**config.mk**
```make
export PLATFORM = sky130hd
export DESIGN_NAME = ism_top
export DESIGN_NICKNAME = d
export VERILOG_FILES = /design/src/hdl/ism_pkg.sv /design/src/hdl/ism_sync3.sv /design/src/hdl/ism_top.sv
export SDC_FILE = /design/constraint.sdc
export NUM_CORES = 1
export LEC_CHECK = 0
export BUFFER_PORTS_ARGS = -buffer_cell sky130_fd_sc_hd__buf_2
export CELL_PAD_IN_SITES_DETAIL_PLACEMENT = 0
export CELL_PAD_IN_SITES_GLOBAL_PLACEMENT = 1
export CORE_AREA = 4 4 206 208
export CTS_CLUSTER_DIAMETER = 60
export DETAILED_ROUTE_END_ITERATION = 8
export DIE_AREA = 0 0 210 212
export GPL_TIMING_DRIVEN = 0
export PLACE_DENSITY = 0.86
export SYNTH_ARGS = -nofsm -noshare
export SYNTH_HDL_FRONTEND = slang
export SYNTH_SLANG_ARGS = --single-unit
```
**constraint.sdc**
```tcl
create_clock -name clk -period 4.3 [get_ports clk]
set_clock_uncertainty 0.15 [all_clocks]
set_input_delay 0.43 -clock clk [delete_from_list [all_inputs] [get_ports clk]]
set_output_delay 0.43 -clock clk [all_outputs]
set_load 0.03 [all_outputs]
```
**src/hdl/ism_pkg.sv**
```systemverilog
/*
  Shared constants and types of the I2C slave peripheral map: byte
  locations of the peripheral space, bit counts, state encoding and
  the structs carried on the internal register bus.
  Assumes nothing beyond a SystemVerilog-2012 compiler.
*/
package ism_pkg;

  // Peripheral byte locations (first and top bytes of words, ends of the space, step)
  localparam logic [7:0] PA_WADDR = 8'h00;
  localparam logic [7:0] PA_WDATA = 8'h04;
  localparam logic [7:0] PA_WDATA_TOP = 8'h07;
  localparam logic [7:0] PA_RADDR = 8'h10;
  localparam logic [7:0] PA_RDATA = 8'h14;
  localparam logic [7:0] PA_RDATA_TOP = 8'h17;
  localparam logic [7:0] PA_ACC_STAT = 8'h20;
  localparam logic [7:0] PA_ACC_CTRL = 8'h24;
  localparam logic [7:0] PA_STAT_SUM = 8'h80;
  localparam logic [7:0] PA_STAT_EN = 8'h84;
  localparam logic [7:0] PA_MBOX_OUT = 8'h90;
  localparam logic [7:0] PA_MBOX_IN = 8'h94;
  localparam logic [7:0] PA_LAST = 8'hFF;
  localparam logic [7:0] PA_FIRST = 8'h00;
  localparam logic [7:0] PA_STEP = 8'h01;

  // Bit counter marks
  localparam logic [3:0] BIT_ZERO = 4'h0;
  localparam logic [3:0] BIT_ONE = 4'h1;
  localparam logic [3:0] BIT_TX_LAST = 4'h7;
  localparam logic [3:0] BIT_FULL = 4'h8;

  // Reset values and fixed fields
  localparam logic [31:0] WORD_RESET = 32'h0000_0000;
  localparam logic [7:0] BYTE_ZERO = 8'h00;
  localparam logic [1:0] ALIGN_ZERO = 2'h0;
  localparam logic [6:0] GEN_CALL_ADDR = 7'h00;

  // Transfer phases of the slave engine
  typedef enum logic [3:0] {
    PH_IDLE, PH_ADDR, PH_ADDR_ACK, PH_WRX, PH_WACK, PH_WBUSY,
    PH_RLOAD, PH_RFETCH, PH_RSEND, PH_RTX, PH_RACK
  } ism_phase_t;

  // Internal register bus request
  typedef struct packed {
    logic valid;
    logic we;
    logic [31:0] addr;
    logic [31:0] wdata;
  } ism_ibus_req_t;

  // Internal register bus answer
  typedef struct packed {
    logic ack;
    logic [31:0] rdata;
  } ism_ibus_rsp_t;

  // Words held locally in the interface
  typedef struct packed {
    logic [31:0] waddr;
    logic [31:0] wdata;
    logic [31:0] raddr;
    logic [31:0] rdata;
    logic [31:0] actrl;
    logic [31:0] stat_en;
    logic [31:0] mbox_out;
    logic [31:0] mbox_in;
  } ism_regs_t;

endpackage

```
**src/hdl/ism_sync3.sv**
```systemverilog
/*
  Three-stage synchroniser with agreement filter for one pin.
  Assumes the pin is asynchronous to clk; the output changes only
  when the second and third stages agree.
*/
`timescale 1ns/100ps
`default_nettype none
module ism_sync3 #(
  parameter logic RST_VAL = 1'b1
) (
  // Clock and reset
  input wire logic clk,
  input wire logic resetn,
  // Pin and filtered level
  input wire logic pin,
  output logic level
);

  // All stages of the synchroniser
  typedef struct packed {
    logic s1;
    logic s2;
    logic s3;
    logic lvl;
  } ism_sync_t;

  ism_sync_t sync_ff;
  ism_sync_t nxt_sync;

  // Shift chain; first stage feeds only the second
  always_comb begin
    nxt_sync = sync_ff;
    nxt_sync.s1 = pin;
    nxt_sync.s2 = sync_ff.s1;
    nxt_sync.s3 = sync_ff.s2;
    // Accept a change only once two stages agree
    if (sync_ff.s2 == sync_ff.s3) begin
      nxt_sync.lvl = sync_ff.s3;
    end
  end

  // Bus idles high, so reset to the idle level
  always_ff @(posedge clk) begin
    if (!resetn) begin
      sync_ff <= '{s1: RST_VAL, s2: RST_VAL, s3: RST_VAL, lvl: RST_VAL};
    end else begin
      sync_ff <= nxt_sync;
    end
  end

  assign level = sync_ff.lvl;

endmodule
`default_nettype wire

```
**src/hdl/ism_top.sv**
```systemverilog
/*
  I2C slave peripheral map: a bit-level I2C slave that exposes a
  256-byte peripheral space of local words, with triggered internal
  register bus reads and writes and SCL stretching while they run.
  Assumes SCL and SDA pins are open drain with external pull-ups and
  that the internal bus answers each request with one ack pulse.
*/
//
// Functional notes
// - Lowest byte location holds word's least byte
// - Pointer may select any byte location
// - Byte accesses use local storage only
// - Unmapped read gives zero, write ignored
// - Pointer steps after every byte
// - Bytes 0x00-0x03 hold write address
// - Write at 0x07 launches write, rewinds
// - Read at 0x07 steps, no write
// - Bytes 0x10-0x13 hold read address
// - Read at 0x14 fetches word first
// - Read at 0x17 rewinds to 0x14
// - Write at 0x17 steps to 0x18
// - Bytes 0x20-0x23 read-only access status
// - Bytes 0x24-0x27 read/write access control
// - Bytes 0x80-0x83 read-only status summary
// - Enabled summary bits alone raise alert
// - Outgoing mailbox: processor writes, master reads
// - Incoming mailbox: master writes and reads back
// - Pointer wraps from 0xFF to 0x00
// - Unlisted ranges map to no word
// - Read without pointer starts where left
`timescale 1ns/100ps
`default_nettype none
module ism_top
  import ism_pkg::*;
(
  // Clock and reset
  input wire logic clk,
  input wire logic resetn,
  // I2C pins, oe low while driving low
  input wire logic scl_i,
  output logic scl_oe_n,
  input wire logic sda_i,
  output logic sda_oe_n,
  // Slave address
  input wire logic [6:0] slave_addr,
  // Internal register bus
  output ism_ibus_req_t ibus_req,
  input wire ism_ibus_rsp_t ibus_rsp,
  // Processor side words
  input wire logic [31:0] status_summary,
  input wire logic [31:1] access_status_in,
  input wire logic mbox_out_we,
  input wire logic [31:0] mbox_out_wdata,
  output logic [31:0] incoming_mailbox,
  output logic [31:0] access_control,
  output logic alert
);

  ////////////////////////////////////////////////////////////////////
  // State

  // Whole state of the block
  typedef struct packed {
    ism_phase_t phase;
    logic [3:0] cnt;
    logic [7:0] shreg;
    logic rw;
    logic first;
    logic nack;
    logic [7:0] ptr;
    logic scl_prev;
    logic sda_prev;
    logic sda_oe_n;
    logic scl_oe_n;
    logic alert;
    ism_regs_t regs;
    ism_ibus_req_t ibus;
  } ism_state_t;

  ism_state_t state_ff;
  ism_state_t nxt_state;
  logic scl_lvl; // Filtered SCL
  logic sda_lvl; // Filtered SDA
  logic scl_rise;
  logic scl_fall;
  logic bus_start;
  logic bus_stop;
  logic wr_evt; // Data byte written at ptr
  logic rd_evt; // Data byte read at ptr
  logic [31:0] acc_stat; // Access status word
  logic [223:0] ext_words; // Master-visible words, processor mailbox left out

  ////////////////////////////////////////////////////////////////////
  // Pin synchronisers

  ism_sync3 #(.RST_VAL(1'b1)) u_scl_sync (
    .clk(clk),
    .resetn(resetn),
    .pin(scl_i),
    .level(scl_lvl)
  );

  ism_sync3 #(.RST_VAL(1'b1)) u_sda_sync (
    .clk(clk),
    .resetn(resetn),
    .pin(sda_i),
    .level(sda_lvl)
  );

  // Bus events from filtered levels
  assign scl_rise = scl_lvl && !state_ff.scl_prev;
  assign scl_fall = !scl_lvl && state_ff.scl_prev;
  assign bus_start = scl_lvl && state_ff.scl_prev && !sda_lvl && state_ff.sda_prev;
  assign bus_stop = scl_lvl && state_ff.scl_prev && sda_lvl && !state_ff.sda_prev;
  assign wr_evt = (state_ff.phase == PH_WRX) && scl_fall && !bus_start && !bus_stop
                  && (state_ff.cnt == BIT_FULL) && !state_ff.first;
  assign rd_evt = (state_ff.phase == PH_RSEND);
  assign acc_stat = {access_status_in, state_ff.alert};
  // Words a master write may touch; the outgoing mailbox moves on its own
  assign ext_words = {state_ff.regs.waddr, state_ff.regs.wdata, state_ff.regs.raddr,
                      state_ff.regs.rdata, state_ff.regs.actrl, state_ff.regs.stat_en,
                      state_ff.regs.mbox_in};

  ////////////////////////////////////////////////////////////////////
  // Helpers

  // byte lane select, least byte lowest
  function automatic logic [7:0] lane_get(input logic [31:0] w, input logic [1:0] l);
    lane_get = w[{l, 3'b000} +: 8];
  endfunction

  // Replace one byte lane of a word
  function automatic logic [31:0] lane_put(input logic [31:0] w, input logic [1:0] l,
                                           input logic [7:0] b);
    lane_put = w;
    lane_put[{l, 3'b000} +: 8] = b;
  endfunction

  function automatic logic [7:0] ptr_next(input logic [7:0] p, input logic is_wr);
    if (is_wr && p == PA_WDATA_TOP) begin
      ptr_next = PA_WDATA;
    end else if (!is_wr && p == PA_RDATA_TOP) begin
      ptr_next = PA_RDATA;
    end else if (p == PA_LAST) begin
      ptr_next = PA_FIRST;
    end else begin
      ptr_next = p + PA_STEP;
    end
  endfunction

  function automatic logic [7:0] rd_byte(input ism_regs_t r, input logic [31:0] st,
                                         input logic [31:0] sum, input logic [7:0] p);
    logic [7:0] base;
    base = {p[7:2], ALIGN_ZERO};
    unique case (base)
      PA_WADDR: rd_byte = lane_get(r.waddr, p[1:0]);
      PA_WDATA: rd_byte = lane_get(r.wdata, p[1:0]);
      PA_RADDR: rd_byte = lane_get(r.raddr, p[1:0]);
      PA_RDATA: rd_byte = lane_get(r.rdata, p[1:0]);
      PA_ACC_STAT: rd_byte = lane_get(st, p[1:0]);
      PA_ACC_CTRL: rd_byte = lane_get(r.actrl, p[1:0]);
      PA_STAT_SUM: rd_byte = lane_get(sum, p[1:0]);
      PA_STAT_EN: rd_byte = lane_get(r.stat_en, p[1:0]);
      PA_MBOX_OUT: rd_byte = lane_get(r.mbox_out, p[1:0]);
      PA_MBOX_IN: rd_byte = lane_get(r.mbox_in, p[1:0]);
      default: rd_byte = BYTE_ZERO;
    endcase
  endfunction

  ////////////////////////////////////////////////////////////////////
  // Next state

  // Slave engine, map writes and internal bus
  always_comb begin
    logic [7:0] base;
    base = {state_ff.ptr[7:2], ALIGN_ZERO};
    nxt_state = state_ff;
    nxt_state.scl_prev = scl_lvl;
    nxt_state.sda_prev = sda_lvl;
    nxt_state.alert = |(status_summary & state_ff.regs.stat_en);
    if (mbox_out_we) begin
      nxt_state.regs.mbox_out = mbox_out_wdata;
    end
    if (bus_start) begin
      // Start or restart always re-arms address phase
      nxt_state.phase = PH_ADDR;
      nxt_state.cnt = BIT_ZERO;
      nxt_state.sda_oe_n = 1'b1;
    end else if (bus_stop) begin
      nxt_state.phase = PH_IDLE;
      nxt_state.sda_oe_n = 1'b1;
    end else begin
      unique case (state_ff.phase)
        PH_IDLE: begin
          nxt_state.sda_oe_n = 1'b1;
        end
        PH_ADDR: begin
          // Shift address bits on rising SCL
          if (scl_rise) begin
            nxt_state.shreg = {state_ff.shreg[6:0], sda_lvl};
            nxt_state.cnt = state_ff.cnt + BIT_ONE;
          end else if (scl_fall && state_ff.cnt == BIT_FULL) begin
            if (state_ff.shreg[7:1] == slave_addr && slave_addr != GEN_CALL_ADDR) begin
              nxt_state.rw = state_ff.shreg[0];
              nxt_state.sda_oe_n = 1'b0;
              nxt_state.phase = PH_ADDR_ACK;
            end else begin
              nxt_state.phase = PH_IDLE;
            end
          end
        end
        PH_ADDR_ACK: begin
          if (scl_fall) begin
            nxt_state.sda_oe_n = 1'b1;
            nxt_state.cnt = BIT_ZERO;
            // reads start at the kept pointer
            nxt_state.phase = state_ff.rw ? PH_RLOAD : PH_WRX;
            // first written byte is the pointer
            nxt_state.first = 1'b1;
          end
        end
        PH_WRX: begin
          if (scl_rise) begin
            nxt_state.shreg = {state_ff.shreg[6:0], sda_lvl};
            nxt_state.cnt = state_ff.cnt + BIT_ONE;
          end else if (scl_fall && state_ff.cnt == BIT_FULL) begin
            nxt_state.sda_oe_n = 1'b0;
            nxt_state.phase = PH_WACK;
            if (state_ff.first) begin
              nxt_state.ptr = state_ff.shreg;
              nxt_state.first = 1'b0;
            end else begin
              // local byte writes, no bus cycle
              unique case (base)
                PA_WADDR: nxt_state.regs.waddr =
                  lane_put(state_ff.regs.waddr, state_ff.ptr[1:0], state_ff.shreg);
                PA_WDATA: nxt_state.regs.wdata =
                  lane_put(state_ff.regs.wdata, state_ff.ptr[1:0], state_ff.shreg);
                PA_RADDR: nxt_state.regs.raddr =
                  lane_put(state_ff.regs.raddr, state_ff.ptr[1:0], state_ff.shreg);
                PA_ACC_CTRL: nxt_state.regs.actrl =
                  lane_put(state_ff.regs.actrl, state_ff.ptr[1:0], state_ff.shreg);
                PA_STAT_EN: nxt_state.regs.stat_en =
                  lane_put(state_ff.regs.stat_en, state_ff.ptr[1:0], state_ff.shreg);
                PA_MBOX_IN: nxt_state.regs.mbox_in =
                  lane_put(state_ff.regs.mbox_in, state_ff.ptr[1:0], state_ff.shreg);
                // unmapped write only moves pointer
                // Keep a coincident processor mailbox load
                default: begin
                end
              endcase
              // top write byte launches bus write
              if (state_ff.ptr == PA_WDATA_TOP) begin
                nxt_state.ibus.valid = 1'b1;
                nxt_state.ibus.we = 1'b1;
                nxt_state.ibus.addr = {state_ff.regs.waddr[31:2], ALIGN_ZERO};
                nxt_state.ibus.wdata = lane_put(state_ff.regs.wdata, state_ff.ptr[1:0],
                                                state_ff.shreg);
                nxt_state.scl_oe_n = 1'b0;
                nxt_state.phase = PH_WBUSY;
              end
              // wrap at the top of space
              nxt_state.ptr = ptr_next(state_ff.ptr, 1'b1);
            end
          end
        end
        PH_WBUSY: begin
          // Hold SCL low until the write completes
          if (ibus_rsp.ack) begin
            nxt_state.ibus.valid = 1'b0;
            nxt_state.scl_oe_n = 1'b1;
            nxt_state.phase = PH_WACK;
          end
        end
        PH_WACK: begin
          if (scl_fall) begin
            nxt_state.sda_oe_n = 1'b1;
            nxt_state.cnt = BIT_ZERO;
            nxt_state.phase = PH_WRX;
          end
        end
        PH_RLOAD: begin
          // fetch word before its first byte
          if (state_ff.ptr == PA_RDATA) begin
            nxt_state.ibus.valid = 1'b1;
            nxt_state.ibus.we = 1'b0;
            nxt_state.ibus.addr = {state_ff.regs.raddr[31:2], ALIGN_ZERO};
            nxt_state.scl_oe_n = 1'b0;
            nxt_state.phase = PH_RFETCH;
          end else begin
            // Brief stretch: first bit and SCL release then move together
            nxt_state.scl_oe_n = 1'b0;
            nxt_state.phase = PH_RSEND;
          end
        end
        PH_RFETCH: begin
          if (ibus_rsp.ack) begin
            nxt_state.regs.rdata = ibus_rsp.rdata;
            nxt_state.ibus.valid = 1'b0;
            // SCL stays low until the first bit stands on SDA
            nxt_state.phase = PH_RSEND;
          end
        end
        PH_RSEND: begin
          // summary and other words read locally
          nxt_state.shreg = rd_byte(state_ff.regs, acc_stat, status_summary, state_ff.ptr);
          nxt_state.sda_oe_n = rd_byte(state_ff.regs, acc_stat, status_summary,
                                       state_ff.ptr) >> 7 == BYTE_ZERO ? 1'b0 : 1'b1;
          nxt_state.cnt = BIT_ZERO;
          // Release SCL with the first bit, never before it
          nxt_state.scl_oe_n = 1'b1;
          nxt_state.ptr = ptr_next(state_ff.ptr, 1'b0);
          nxt_state.phase = PH_RTX;
        end
        PH_RTX: begin
          // Shift out on falling SCL, MSB first
          if (scl_fall) begin
            if (state_ff.cnt == BIT_TX_LAST) begin
              nxt_state.sda_oe_n = 1'b1;
              nxt_state.phase = PH_RACK;
            end else begin
              nxt_state.shreg = {state_ff.shreg[6:0], 1'b0};
              nxt_state.sda_oe_n = state_ff.shreg[6];
              nxt_state.cnt = state_ff.cnt + BIT_ONE;
            end
          end
        end
        PH_RACK: begin
          if (scl_rise) begin
            nxt_state.nack = sda_lvl;
          end else if (scl_fall) begin
            nxt_state.phase = state_ff.nack ? PH_IDLE : PH_RLOAD;
          end
        end
      endcase
    end
  end

  // Register the state
  always_ff @(posedge clk) begin
    if (!resetn) begin
      nxt_state_rst: begin
        state_ff <= '0;
        state_ff.phase <= PH_IDLE;
        state_ff.scl_prev <= 1'b1;
        state_ff.sda_prev <= 1'b1;
        state_ff.sda_oe_n <= 1'b1;
        state_ff.scl_oe_n <= 1'b1;
      end
    end else begin
      state_ff <= nxt_state;
    end
  end

  // Outputs straight from the state register
  assign scl_oe_n = state_ff.scl_oe_n;
  assign sda_oe_n = state_ff.sda_oe_n;
  assign ibus_req = state_ff.ibus;
  assign incoming_mailbox = state_ff.regs.mbox_in;
  assign access_control = state_ff.regs.actrl;
  assign alert = state_ff.alert;

  ////////////////////////////////////////////////////////////////////
  // Assertions

  wdata_rewind_a: assert property (@(posedge clk) disable iff (!resetn)
    wr_evt && state_ff.ptr == PA_WDATA_TOP |=> state_ff.ptr == PA_WDATA)
    else $error("pointer did not rewind after top write byte");

  wdata_launch_a: assert property (@(posedge clk) disable iff (!resetn)
    wr_evt && state_ff.ptr == PA_WDATA_TOP |=> ibus_req.valid && ibus_req.we
      && ibus_req.addr == {$past(state_ff.regs.waddr[31:2]), ALIGN_ZERO})
    else $error("internal write not launched to held address");

  wdata_read_step_a: assert property (@(posedge clk) disable iff (!resetn)
    rd_evt && state_ff.ptr == PA_WDATA_TOP |=> state_ff.ptr == 8'h08 && !ibus_req.valid)
    else $error("read of top write byte misbehaved");

  rdata_rewind_a: assert property (@(posedge clk) disable iff (!resetn)
    rd_evt && state_ff.ptr == PA_RDATA_TOP |=> state_ff.ptr == PA_RDATA)
    else $error("pointer did not rewind after top read byte");

  rdata_wr_step_a: assert property (@(posedge clk) disable iff (!resetn)
    wr_evt && state_ff.ptr == PA_RDATA_TOP |=> state_ff.ptr == 8'h18 && $stable(ext_words))
    else $error("write at top read byte did not step");

  ptr_wrap_a: assert property (@(posedge clk) disable iff (!resetn)
    (wr_evt || rd_evt) && state_ff.ptr == PA_LAST |=> state_ff.ptr == PA_FIRST)
    else $error("pointer did not wrap");

  rdata_fetch_a: assert property (@(posedge clk) disable iff (!resetn)
    state_ff.phase == PH_RLOAD && state_ff.ptr == PA_RDATA
      |=> ibus_req.valid && !ibus_req.we && !scl_oe_n && !rd_evt ##[1:1000] rd_evt)
    else $error("read word not fetched before its first byte");

  rdata_order_a: assert property (@(posedge clk) disable iff (!resetn)
    rd_evt && state_ff.ptr == PA_RDATA |-> $past(state_ff.phase) == PH_RFETCH)
    else $error("read word byte sent without a fetch");

  unmapped_zero_a: assert property (@(posedge clk) disable iff (!resetn)
    rd_evt && state_ff.ptr inside {[8'h08:8'h0F], [8'h18:8'h1F], [8'h28:8'h7F],
      [8'h88:8'h8F], [8'h98:8'hFF]} |=> state_ff.shreg == BYTE_ZERO && !sda_oe_n)
    else $error("unmapped read returned nonzero");

  alert_mask_a: assert property (@(posedge clk) disable iff (!resetn)
    (status_summary & state_ff.regs.stat_en) == WORD_RESET |=> !alert)
    else $error("alert raised by a disabled summary bit");

  ro_write_a: assert property (@(posedge clk) disable iff (!resetn)
    wr_evt && state_ff.ptr inside {[8'h14:8'h17], [8'h20:8'h23], [8'h80:8'h83],
      [8'h90:8'h93]} |=> $stable(ext_words))
    else $error("read-only word changed by a write");

  wr_trigger_c: cover property (@(posedge clk) disable iff (!resetn)
    wr_evt && state_ff.ptr == PA_WDATA_TOP ##[1:1000] ibus_rsp.ack);
  rd_fetch_c: cover property (@(posedge clk) disable iff (!resetn)
    state_ff.phase == PH_RFETCH && ibus_rsp.ack);
  wrap_c: cover property (@(posedge clk) disable iff (!resetn)
    rd_evt && state_ff.ptr == PA_LAST);

endmodule
`default_nettype wire

```
After elaboration in Yosys (flattened, before gate mapping)
Index checks and enable logic that the tools add are counted.
{ "totals": {"regBits": 362, "inputBits": 140} }
{ "classes": {"add_sub_neg": 3, "eq_ne": 60, "n_shift": 12, "mux": 74, "n_bitwise": 6, "reduce_logical": 53} }
{ "ops": {"columns": ["cell", "n"], "rows": [
  ["variable part select 32 x 6 -> 8 bit", 10],
  ["two-way mux 66 bit", 4],
  ["bitwise mux 32 bit", 6],
  ["two-way mux 8 bit", 11],
  ["case mux 8 bit (10 select lines)", 1],
  ["case mux 33 bit (2 select lines)", 1],
  ["AND reduction 7 bit", 8],
  ["inequality test 4 bit (second input constant)", 11],
  ["two-way mux 4 bit", 10],
  ["case mux 4 bit (10 select lines)", 1],
  ["two-way mux 34 bit", 1],
  ["bitwise AND 32 bit", 1],
  ["OR reduction 32 bit", 1],
  ["variable shift 8 x 7 -> 32 bit (first input constant)", 1],
  ["variable part select 8 x 7 -> 32 bit", 1],
  ["inequality test 2 bit (second input constant)", 15],
  ["AND reduction 13 bit", 2],
  ["== test 6 bit (second input constant)", 4],
  ["two-way mux 12 bit", 2],
  ["case mux 8 bit (3 select lines)", 1],
  ["AND reduction 8 bit", 3],
  ["two-way mux 23 bit", 1],
  ["two-way mux 1 bit", 22],
  ["== test 4 x 3 -> 1 bit (second input constant)", 5],
  ["other kinds (46)", 85]
]} }

Depth between registers and ports, before layout
Gate-level depths: netlist (run 1).
{ "logic_depth": {"ltp_word": 9, "ltp_mapped": 10, "mapped_depth_nobuf": 8} }

By module
A second synthesis (run 1) with hierarchy kept.
{ "hier_totals": {"hier_cells": 2296, "hier_area_um2": 17845.9} }
{ "modules_own_cells": {"columns": ["mod", "instances", "cells_per_inst", "area_each_um2"], "rows": [
  ["ism_top", 1, 2276, 17620.6],
  ["ism_sync3", 2, 10, 112.6]
]} }

Least setup slack after synthesis (run 1)
OpenSTA, ideal clock, no wires.
{ "synth_timing": {"path_kind": "flip-flop to flip-flop", "from": "register state_ff[328] in the netlist's numbering", "to": "register state_ff (netlist bit ibus_req[26])", "arrival_time_ns": 2.306, "required_ns": 4.064, "path_slack_ns": 1.759, "path_stages_with_launch": 8, "path_buffers": 2, "path_cell_list": "dfxtp_1 clkbuf_1 inv_1 ha_1 clkbuf_1 nor4_1 mux2i_1 a211oi_1"} }
{ "synth_between": {"elab_chain_cells": 3, "word_cells_on_any_way": 6, "classes_between": "add/sub (1); eq/ne (1); shift (2); mux (1); reduce/logical (1)"} }
{ "synth_lines": {"columns": ["item", "line_no", "text"], "rows": [
  ["from (decl)", "ism_top.sv:80", "ism_state_t state_ff;"],
  ["from (signal assigned)", "ism_top.sv:351", "state_ff <= nxt_state;"],
  ["negator 5 -> 7 bit", "ism_top.sv:136", "lane_put[{l, 3'b000} +: 8] = b;"],
  ["variable part select 8 x 7 -> 32 bit or variable shift 8 x 7 -> 32 bit (tied branches)", "ism_top.sv:136", null],
  ["bitwise mux 32 bit", "ism_top.sv:136", null]
]} }
Several ways; a longest one is shown, not always the timed one.
A chain may end at the register's enable or synchronous reset.

Worst setup path after layout (run 1)
{ "layout_timing": {"from": "register state_ff[328] in the netlist's numbering", "to": "register state_ff (netlist bit ibus_req[18])"} }
Same word-level chain as after synthesis.

==> impl.org, run 1 <==
** Cells and area
- In the final design database the tool counted roughly 2,700 nets.
- Syn-to-layout area delta :: 21.51%
- Leaving out fill and tap cells, the most frequent cells in the layout are dfxtp_1, buf_2, nand2_1.
- Summing all non-filler instances in the final layout gives an area of approximately 0.023 mm2.
- The library cell used most frequently in the layout, excluding fill and tap cells, is dfxtp_1.
- Fraction of final layout cells sized beyond drive strength 1 :: 0.2448
- Once layout is complete, the utilization of the core stands at 0.5662.

** Synth
- For this run, the leading register cell type out of synthesis is dfxtp_1.
- For this run, the register share of the synthesized area comes to 0.3814.
- Mean instance size in the synthesized netlist :: around 8.6 um2
- The synthesized netlist contains between 80 and 90 unique library cells.
- Gate count of the mapped netlist :: 2,201
- After synthesis the netlist holds a flip-flop and latch count of between 300 and 400.
- After synthesis, the share of flip-flops with an asynchronous set or reset is 0.
- Number of enable-type register cells in the synthesized netlist :: 0
- Number of warnings issued by yosys :: 0
- Post-Synthesis Cell Area :: 0.01890 mm2

** Floorplan
- The total area inside the core boundary comes to 0.04055 mm2.
- For this configuration, the core starts out at a cell density of 0.4660.
- The floorplan step set the die width to 210 um.
- In this run the vertical extent of the chip is about 210 um.
- The floorplan has 74 rows.
- Die Area :: between 0.04 and 0.05 mm2
- For this design the top-level I/O count stands at approximately 270.

** STA
- The smallest clock period supported by the final layout is computed as ~4.2 ns.
- Setup violations remaining at the end of the flow were counted as 0.
- Slew @ Worst Pin :: 1.208 ns
- The number of pins with negative max-slew slack in the final report came to 0.
- Timing would allow up to 240.9 MHz.
- Setup repair after global routing left no endpoint under its margin.
- Total count of hold-check failures in the final report :: 0
- Final clock period utilization by the worst path :: 0.9653
- Setup total negative slack on the finished layout was measured at 0 ns.
- Worst slew margin :: 0.1945

** GRT
- Entering global routing, the biggest net connects 13 pins.
- The first global-routing pass estimated approximately 130,000 um of wire.
- Global routing finished with a remaining overflow of 0.
- Antenna violations before repair :: 4
- Number of global-route vias before repair :: 18,669
- In the global route stage, overall resource usage came out at 0.3889.

** Critical path
- Critical Path Fanout Max :: 10
- Counting both buffers and inverters, the worst setup path holds a total of 3.
- STA classifies the critical path startpoint as a flop.
- Req. time, crit path :: 4.63 ns
- The cell that appears most often on the critical path is clkbuf_1.
- Worst path top cell family by delay :: buffers and inverters
- Nature of the critical path endpoint :: flop
- STA puts the critical path data arrival time at about 4.5 ns.
- The critical path is of the reg2reg type.
- Cell type of the slowest stage on the worst timing path :: clkbuf_1
- For this run, the slowest stage of the critical path takes around 0.61 ns.
- Cells traversed along the worst timing path :: clkbuf_1 > inv_1 > ha_1 > nor3b_1 > and2_1 > clkbuf_1 > mux2i_1 > a211oi_1

** Clocking
- For this design, the sink count on the clock tree is 360.
- Clock transition at path regs :: about 0.060 ns
- Cell at the root of the clock tree :: clkbuf_16
- At the later pin of the worst-skew pair, clock insertion delay measures approximately 0.58 ns.
- After clock tree synthesis, the repair step resized 0 gates.
- TritonCTS built the clock tree.
- Post-CTS Setup Repair Bufs :: 0
- The clock passes through at most 3 buffers.
- For this design, the CTS-stage hold fixing added 65 buffers.
- The clock tree synthesis step divided the H-tree into 2 levels.
- Buffers inserted during clock tree synthesis total 43.

** Power
- In this run the power spent charging and discharging nets is around 1700 uW.
- P_int :: about 5600 uW
- Sw Ratio :: 0.2336
- In this run the power density over the cells is 318.3 mW/mm2.
- Of the total power, combinational logic draws 0.042.
- Clock share of power :: 0.497
- VDD sags by at most between 0.0003 and 0.0004 V.
- The share of total power dissipated in sequential elements is 0.461.
- Leakage power :: 0.009361 uW

** Detailed routing
- For this block, the initial DRC count from the detailed router was 2,506.
- Dividing the detail-routed wire length by the instance count gives 28.43 um.
- Detailed-route wire length :: 89,380 um
- The pre-antenna-repair detailed-routing pass consisted of 6 iterations.
- Across all layers, the routed design uses ~19,000 vias.
- Average vias per placed instance :: between 6 and 7
- Number of nets with antenna violations after detailed routing :: 0
- Number of DRC violations after detailed routing :: 0

** Job
- Max-Cap Viols :: 0

** Placement
- Cell Area, Placed :: approximately 0.021 mm2
- Final HPWL DP :: just under 70,000 um
- Input and output buffers added on the ports amount to about 270.
- Routability-driven placement finished with a final weighted congestion of roughly 1.0.

** Hold path
- The worst hold path belongs to the class in2reg.

** Status
- Status :: finished clean
-- state kept, by name (all words and copies together) (netlist names) --
register,flops
ext_words,160
ibus_req,64
state_ff,61
access_control,32
incoming_mailbox,32
u_scl_sync.nxt_sync,2
u_sda_sync.nxt_sync,2
alert,1
scl_oe_n,1
sda_oe_n,1
u_scl_sync.level,1
u_scl_sync.sync_ff,1
u_sda_sync.level,1
u_sda_sync.sync_ff,1
-- final timing paths --
kind	to	slack, ns	from	cells past startpoint
hold / removal	state_ff[126]	0.03	mbox_out_wdata[28]	3
setup / recovery	ibus_req[18]	0.15	state_ff[328]	8
setup reg to reg	ibus_req[18]	0.15	state_ff[328]	8
hold reg to reg	u_sda_sync.nxt_sync[1]	0.26	u_sda_sync.nxt_sync[2]	1
-- cells by family after synthesis --
| group | Yosys count | synth area share |
|---|---|---|
| flip-flops | 360 | 0.3814 |
| buffers and inverters | 349 | 0.1063 |
| multiplexers | 179 | 0.1175 |
| AND/OR/NAND/NOR | 820 | 0.2051 |
| adder cells (fa/ha/maj) | 8 | 0.005297 |
| XOR/XNOR | 9 | 0.004171 |
| other | 1 | 0.0001984 |
| AO/OA/AOI/OAI | 475 | 0.1801 |
-- worst reg2reg max path, cell delays in order, from the launching register on --
cell and delay (ns):
dfxtp_1 0.49, clkbuf_1 0.61, inv_1 0.44, ha_1 0.52
nor3b_1 0.56, and2_1 0.22, clkbuf_1 0.55, mux2i_1 0.25
a211oi_1 0.28
-- metrics by stage --
step,setup slack [ns],std cells,hold WS [ns],total power [uW]
floorplan,1.759,2202,0.2363,3537
global placement,-0.3945,3003,0.2483,3689
detailed placement,0.3140,3004,0.2429,3693
CTS,0.3007,3141,0.01566,7295
global route,0.01594,3142,0.009013,7461
finish,0.1491,3144,0.03304,7309
-- synthesized netlist by cell type (4+ instances only) --
cell type | number | share of area
a22o_1 | 7 | 0.0032
buf_6 | 9 | 0.0054
o21ai_1 | 4 | 0.0011
o21ai_0 | 29 | 0.0077
ha_1 | 8 | 0.0053
mux4_2 | 34 | 0.041
a222oi_1 | 14 | 0.0074
a221oi_1 | 26 | 0.012
o21a_1 | 6 | 0.0024
nor2b_1 | 9 | 0.0030
a31oi_1 | 8 | 0.0026
o211ai_1 | 12 | 0.0048
a21boi_0 | 4 | 0.0016
buf_2 | 43 | 0.011
nand4_1 | 19 | 0.0063
nor4_1 | 6 | 0.0020
mux2i_1 | 143 | 0.076
o31ai_1 | 6 | 0.0024
and3_1 | 17 | 0.0056
inv_1 | 11 | 0.0022
a221oi_2 | 30 | 0.024
nand3_1 | 194 | 0.051
and2_1 | 35 | 0.012
clkinv_1 | 4 | 0.00079
nor3_1 | 51 | 0.014
a22oi_1 | 38 | 0.015
dfxtp_1 | 360 | 0.38
clkbuf_1 | 120 | 0.024
a21oi_1 | 195 | 0.052
nand2_1 | 244 | 0.048
nor2_1 | 186 | 0.037
nand3b_1 | 6 | 0.0024
buf_1 | 7 | 0.0014
xor2_1 | 4 | 0.0019
buf_4 | 154 | 0.061
a211oi_1 | 40 | 0.016
a21o_1 | 4 | 0.0016
nand2b_1 | 18 | 0.0060
a311oi_1 | 4 | 0.0019
a32o_1 | 5 | 0.0026
o2bb2ai_1 | 5 | 0.0023
xnor2_1 | 5 | 0.0023
-- routing by layer --
layer,routed length [um],vias to the layer above,GRT usage
met5,0,-,0
li1,-,8556,-
met2,38850,1231,0.5962
met3,9189,254,0.07496
met1,35620,9456,0.5247
met4,5718,0,0.2025
-- cell type report --
| class | instances | area (um2) |
|---|---|---|
| clock buffer | 56 | 1185 |
| sequential | 360 | 7207 |
| tap | 532 | 665.6 |
| buffer | 333 | 1949 |
| multi-input combinational | 1493 | 9692 |
| clock inverter | 16 | 180.2 |
| inverter | 16 | 60.06 |
| fill | 3772 | 17590 |
| timing repair buffer | 336 | 2019 |
| antenna | 2 | 5.005 |
-- power by group through the flow --
stage | logic, uW | clock network [uW] | registers (uW)
floorplan | 101 | 0 | 3440
global placement | 245 | 0 | 3440
detailed placement | 249 | 0 | 3440
CTS | 295 | 3630 | 3370
global route | 319 | 3770 | 3370
finish | 305 | 3630 | 3370
Note: power is estimated with default switching activity, not from simulation.
==> run 2, diff against run 1 <==
Settings changed: CORE_AREA 4 4 206 208 to 2 2 204 206, DIE_AREA 0 0 210 212 to 0 0 206 208.
==> run 2 against run 1 <==
Compared with the run above:
- global-route usage up 2.0 points
- critical path depth did not move
- non-clock buffer count unchanged
- routed wire length fell by 0.15%
- clock power up 7.2%
- count of clock-buffer cells in the layout increased by 6
- highest routed layer unchanged
==> impl.org, run 2 (synthesized netlist as in run 1, its figures left out) <==
** Power
- The largest voltage drop on the vdd net is 0.0002702 V (-15%).
- The reported leakage power is 0.009438 uW (+0.83%).
- Power per standard cell area :: 327.7 mW/mm2 (+3.0%)
- The fraction of power consumed by sequential logic came to 0.445 (-0.016).
- The switching power share of the total came to 0.2308 (-0.002770).
- The power spent charging and discharging nets is 1748 uW (+2.3%).
- Proportion of power drawn by combinational gates :: 0.040 (-0.002)
- P_int :: 5823 uW (+3.9%)
- PnR Total Power :: 7570 uW (+3.6%)
- Clock share of power :: 0.514 (+0.017)

** STA
- Final clock period utilization by the worst path :: 0.9920 (+0.02667)
- The final count of hold timing violations was 0 (unchanged).
- Count of final max-slew check failures :: 0 (unchanged)
- Summed negative setup slack over all endpoints :: 0 ns (unchanged)
- Final critical-path required period :: 4.266 ns (+0.1147 ns)
- Setup repair after global routing left no endpoint under its margin.
- The setup violation total in the final timing report came to 0 (unchanged).
- Worst slew margin :: 0.08254 (-0.1120)
- Smallest setup slack after layout :: 0.03444 ns (-0.1147 ns)
- Top achievable clock speed :: 234.4 MHz (-2.7%)
- The transition time at the pin with the least slew margin came to 1.376 ns (+0.1680 ns).

** Clocking
- The H-tree depth reported by CTS is 2 (unchanged).
- The count of instances resized after the clock tree is built was 0 (unchanged).
- TritonCTS built the clock tree.
- The clock transition at the registers of the reported paths is 0.06 ns (about the same).
- Cts bufs inserted :: 44 (+2.3%)
- The worst-skew pair later-pin latency is 0.59 ns (about the same).
- Cell at the root of the clock tree :: clkbuf_16
- Count of clock tree sinks :: 360 (unchanged)
- Maximum number of buffers from clock root to sink :: 3 (unchanged)

** Detailed routing
- First DRT Iteration DRCs :: 2,667 (+6.4%)
- Detailed-route via count :: 19,528 (+0.16%)
- The via density per instance is 6.195 (about the same).
- Pre-Repair DR Iteration Count :: 6 (unchanged)
- The number of remaining DRC errors is 0 (unchanged).
- The detailed-route wire length per cell is 28.32 um (-0.40%).
- Detailed-route wire length :: 89,250 um (-0.15%)
- The post-route antenna net violation count came to 0 (unchanged).

** GRT
- Largest net degree at the start of global routing :: 13 (unchanged)
- Global-route congestion overflow total :: 0 (unchanged)
- Wire length of the first global-routing pass :: 126,500 um (-1.1%)
- Gr usage total :: 0.4085 (+0.01957)
- The number of global-route vias before repair was 18,289 (-2.0%).
- The number of antenna violations at the first check in global routing came to 3 (-1).

** Critical path
- The worst setup path is of the reg2reg kind.
- The combined buffer and inverter count along the critical path was 3 (unchanged).
- The kind of cell with the highest combined delay along the critical path is buffers and inverters.
- Critical Path Fanout Max :: 10 (unchanged)
- For this design, the slowest cell found on the critical path is clkbuf_1.
- The endpoint identified for the worst register-to-register timing path is ibus_req[21].
- The cell that appears most often on the critical path is clkbuf_1.
- The worst setup path is launched from a flop.
- The data arrival time of the critical path was 4.61 ns (+0.12 ns).
- RR Startpoint :: state_ff[328]
- The delay of the slowest cell on the worst path was 0.62 ns (about the same).
- The setup slack on the worst flop-to-flop path came to 0.03 ns (-0.11 ns).
- The data required time at the worst endpoint was 4.64 ns (about the same).
- The cell depth of the worst flop-to-flop path came to 8 (unchanged).
- The signal on the critical path passes through clkbuf_1 > inv_1 > ha_1 > nor3b_1 > and2_1 > clkbuf_1 > mux2i_1 > a211oi_1.
- Nature of the critical path endpoint :: flop

** Floorplan
- I/O pin cnt :: 273 (unchanged)
- Die Ht :: 208 um (-1.9%)
- The full die area came to 0.04285 mm2 (-3.8%).
- Standard-cell rows :: 74 (unchanged)
- The width of the chip was 206 um (-1.9%).
- The starting density of the core was 0.4660 (unchanged).
- Std-Cell Core Area :: 0.04055 mm2 (unchanged)

** Cells and area
- The library cell used most frequently in the layout, excluding fill and tap cells, is dfxtp_1.
- Commonest cells after routing, fill and taps aside :: dfxtp_1, buf_2, nand2_1
- Final core area utilization :: 0.5696 (+0.003363)
- Area of the multi-input gates :: 0.009692 mm2 (unchanged)
- The fraction of final layout cells with drive strength greater than 1 was 0.2465 (+0.001638).
- The count of filler cells inserted in the layout came to 3,758 (-0.37%).
- The register area is 0.007207 mm2 (unchanged).
- Number of flip-flops under the largest register name :: 160 (unchanged)
- The area growth from synthesis to layout is 22.23%.
- The number of nets at the end of the flow came to 2,732 (+0.037%).

** Placement
- Port buffer count :: 269 (unchanged)
- Final HPWL DP :: 68,450 um (-0.58%)
- The final weighted congestion in routability-driven placement is 1.030 (-0.34%).
- Setup slack after placement :: 0.3559 ns (+0.04192 ns)

** Hold path
- Hold path endpoint :: alert
- The min-delay analysis places its worst path in the category in2reg.
- HP Start :: status_summary[18]
- The instance count along the most critical hold path came to 5 (+2).

** Status
- Status :: finished clean

** Job
- Max-Cap Viols :: 0 (unchanged)
run 2: final cells by class:
type | instances | area share
antenna | 3 | 0.0003250
buffer | 333 | 0.08439
clock buffer | 62 | 0.05584
clock inverter | 17 | 0.009262
inverter | 16 | 0.002600
multi-input combinational | 1493 | 0.4196
sequential | 360 | 0.3120
tap | 532 | 0.02882
timing repair buffer | 336 | 0.08721
run 2: what timing repair did:
| item | in CTS | in global routing |
|---|---|---|
| endpoints found under the hold margin | 66 | 0 |
| hold buffers | 66 | 0 |
| setup buffers | 0 | 0 |
run 2: power groups by stage:
stage               Clock (uW)  Combinational, uW  Sequential (uW)
detailed placement           0                247             3440
floorplan                    0                101             3440
global route              4060                316             3370
CTS                       3910                294             3370
finish                    3890                304             3370
global placement             0                244             3440
run 2: worst register-to-register path, delay by kind of cell, from the launching register on:
family | cells | cell delay (ns)
buffers and inverters | 3 | 1.68
AO/OA/AOI/OAI | 1 | 0.28
adder cells (fa/ha/maj) | 1 | 0.54
AND/OR/NAND/NOR | 2 | 0.79
multiplexers | 1 | 0.19
flip-flops | 1 | 0.52
run 2: metrics by stage:
step                std cells  area [um2]  hold slack [ns]
global placement         3003       20910           0.2511
detailed placement       3004       20930           0.2525
finish                   3152       23100           0.1653
global route             3149       23090           0.1822
floorplan                2202       18900           0.2363
CTS                      3149       23090           0.1306
run 2: routing by layer:
metal,share of wire,vias up,global-route usage
met5,0,-,0
met2,0.44,1226,0.6286
li1,-,8594,-
met4,0.058,0,0.2027
met3,0.11,231,0.08991
met1,0.39,9477,0.5386
run 2: how the worst max path moves through the flow:
stage | start | to | slack (ns) | cells past startpoint
final | state_ff[328] | ibus_req[21] | 0.03 | 8
after global placement | state_ff[328] | ibus_req[26] | -0.24 | 7
after floorplan | state_ff[328] | ibus_req[26] | 1.76 | 7
after CTS | state_ff[328] | ibus_req[21] | 0.33 | 8
after detailed placement | state_ff[328] | ibus_req[21] | 0.36 | 8
after global routing | state_ff[328] | ibus_req[21] | 0.02 | 8
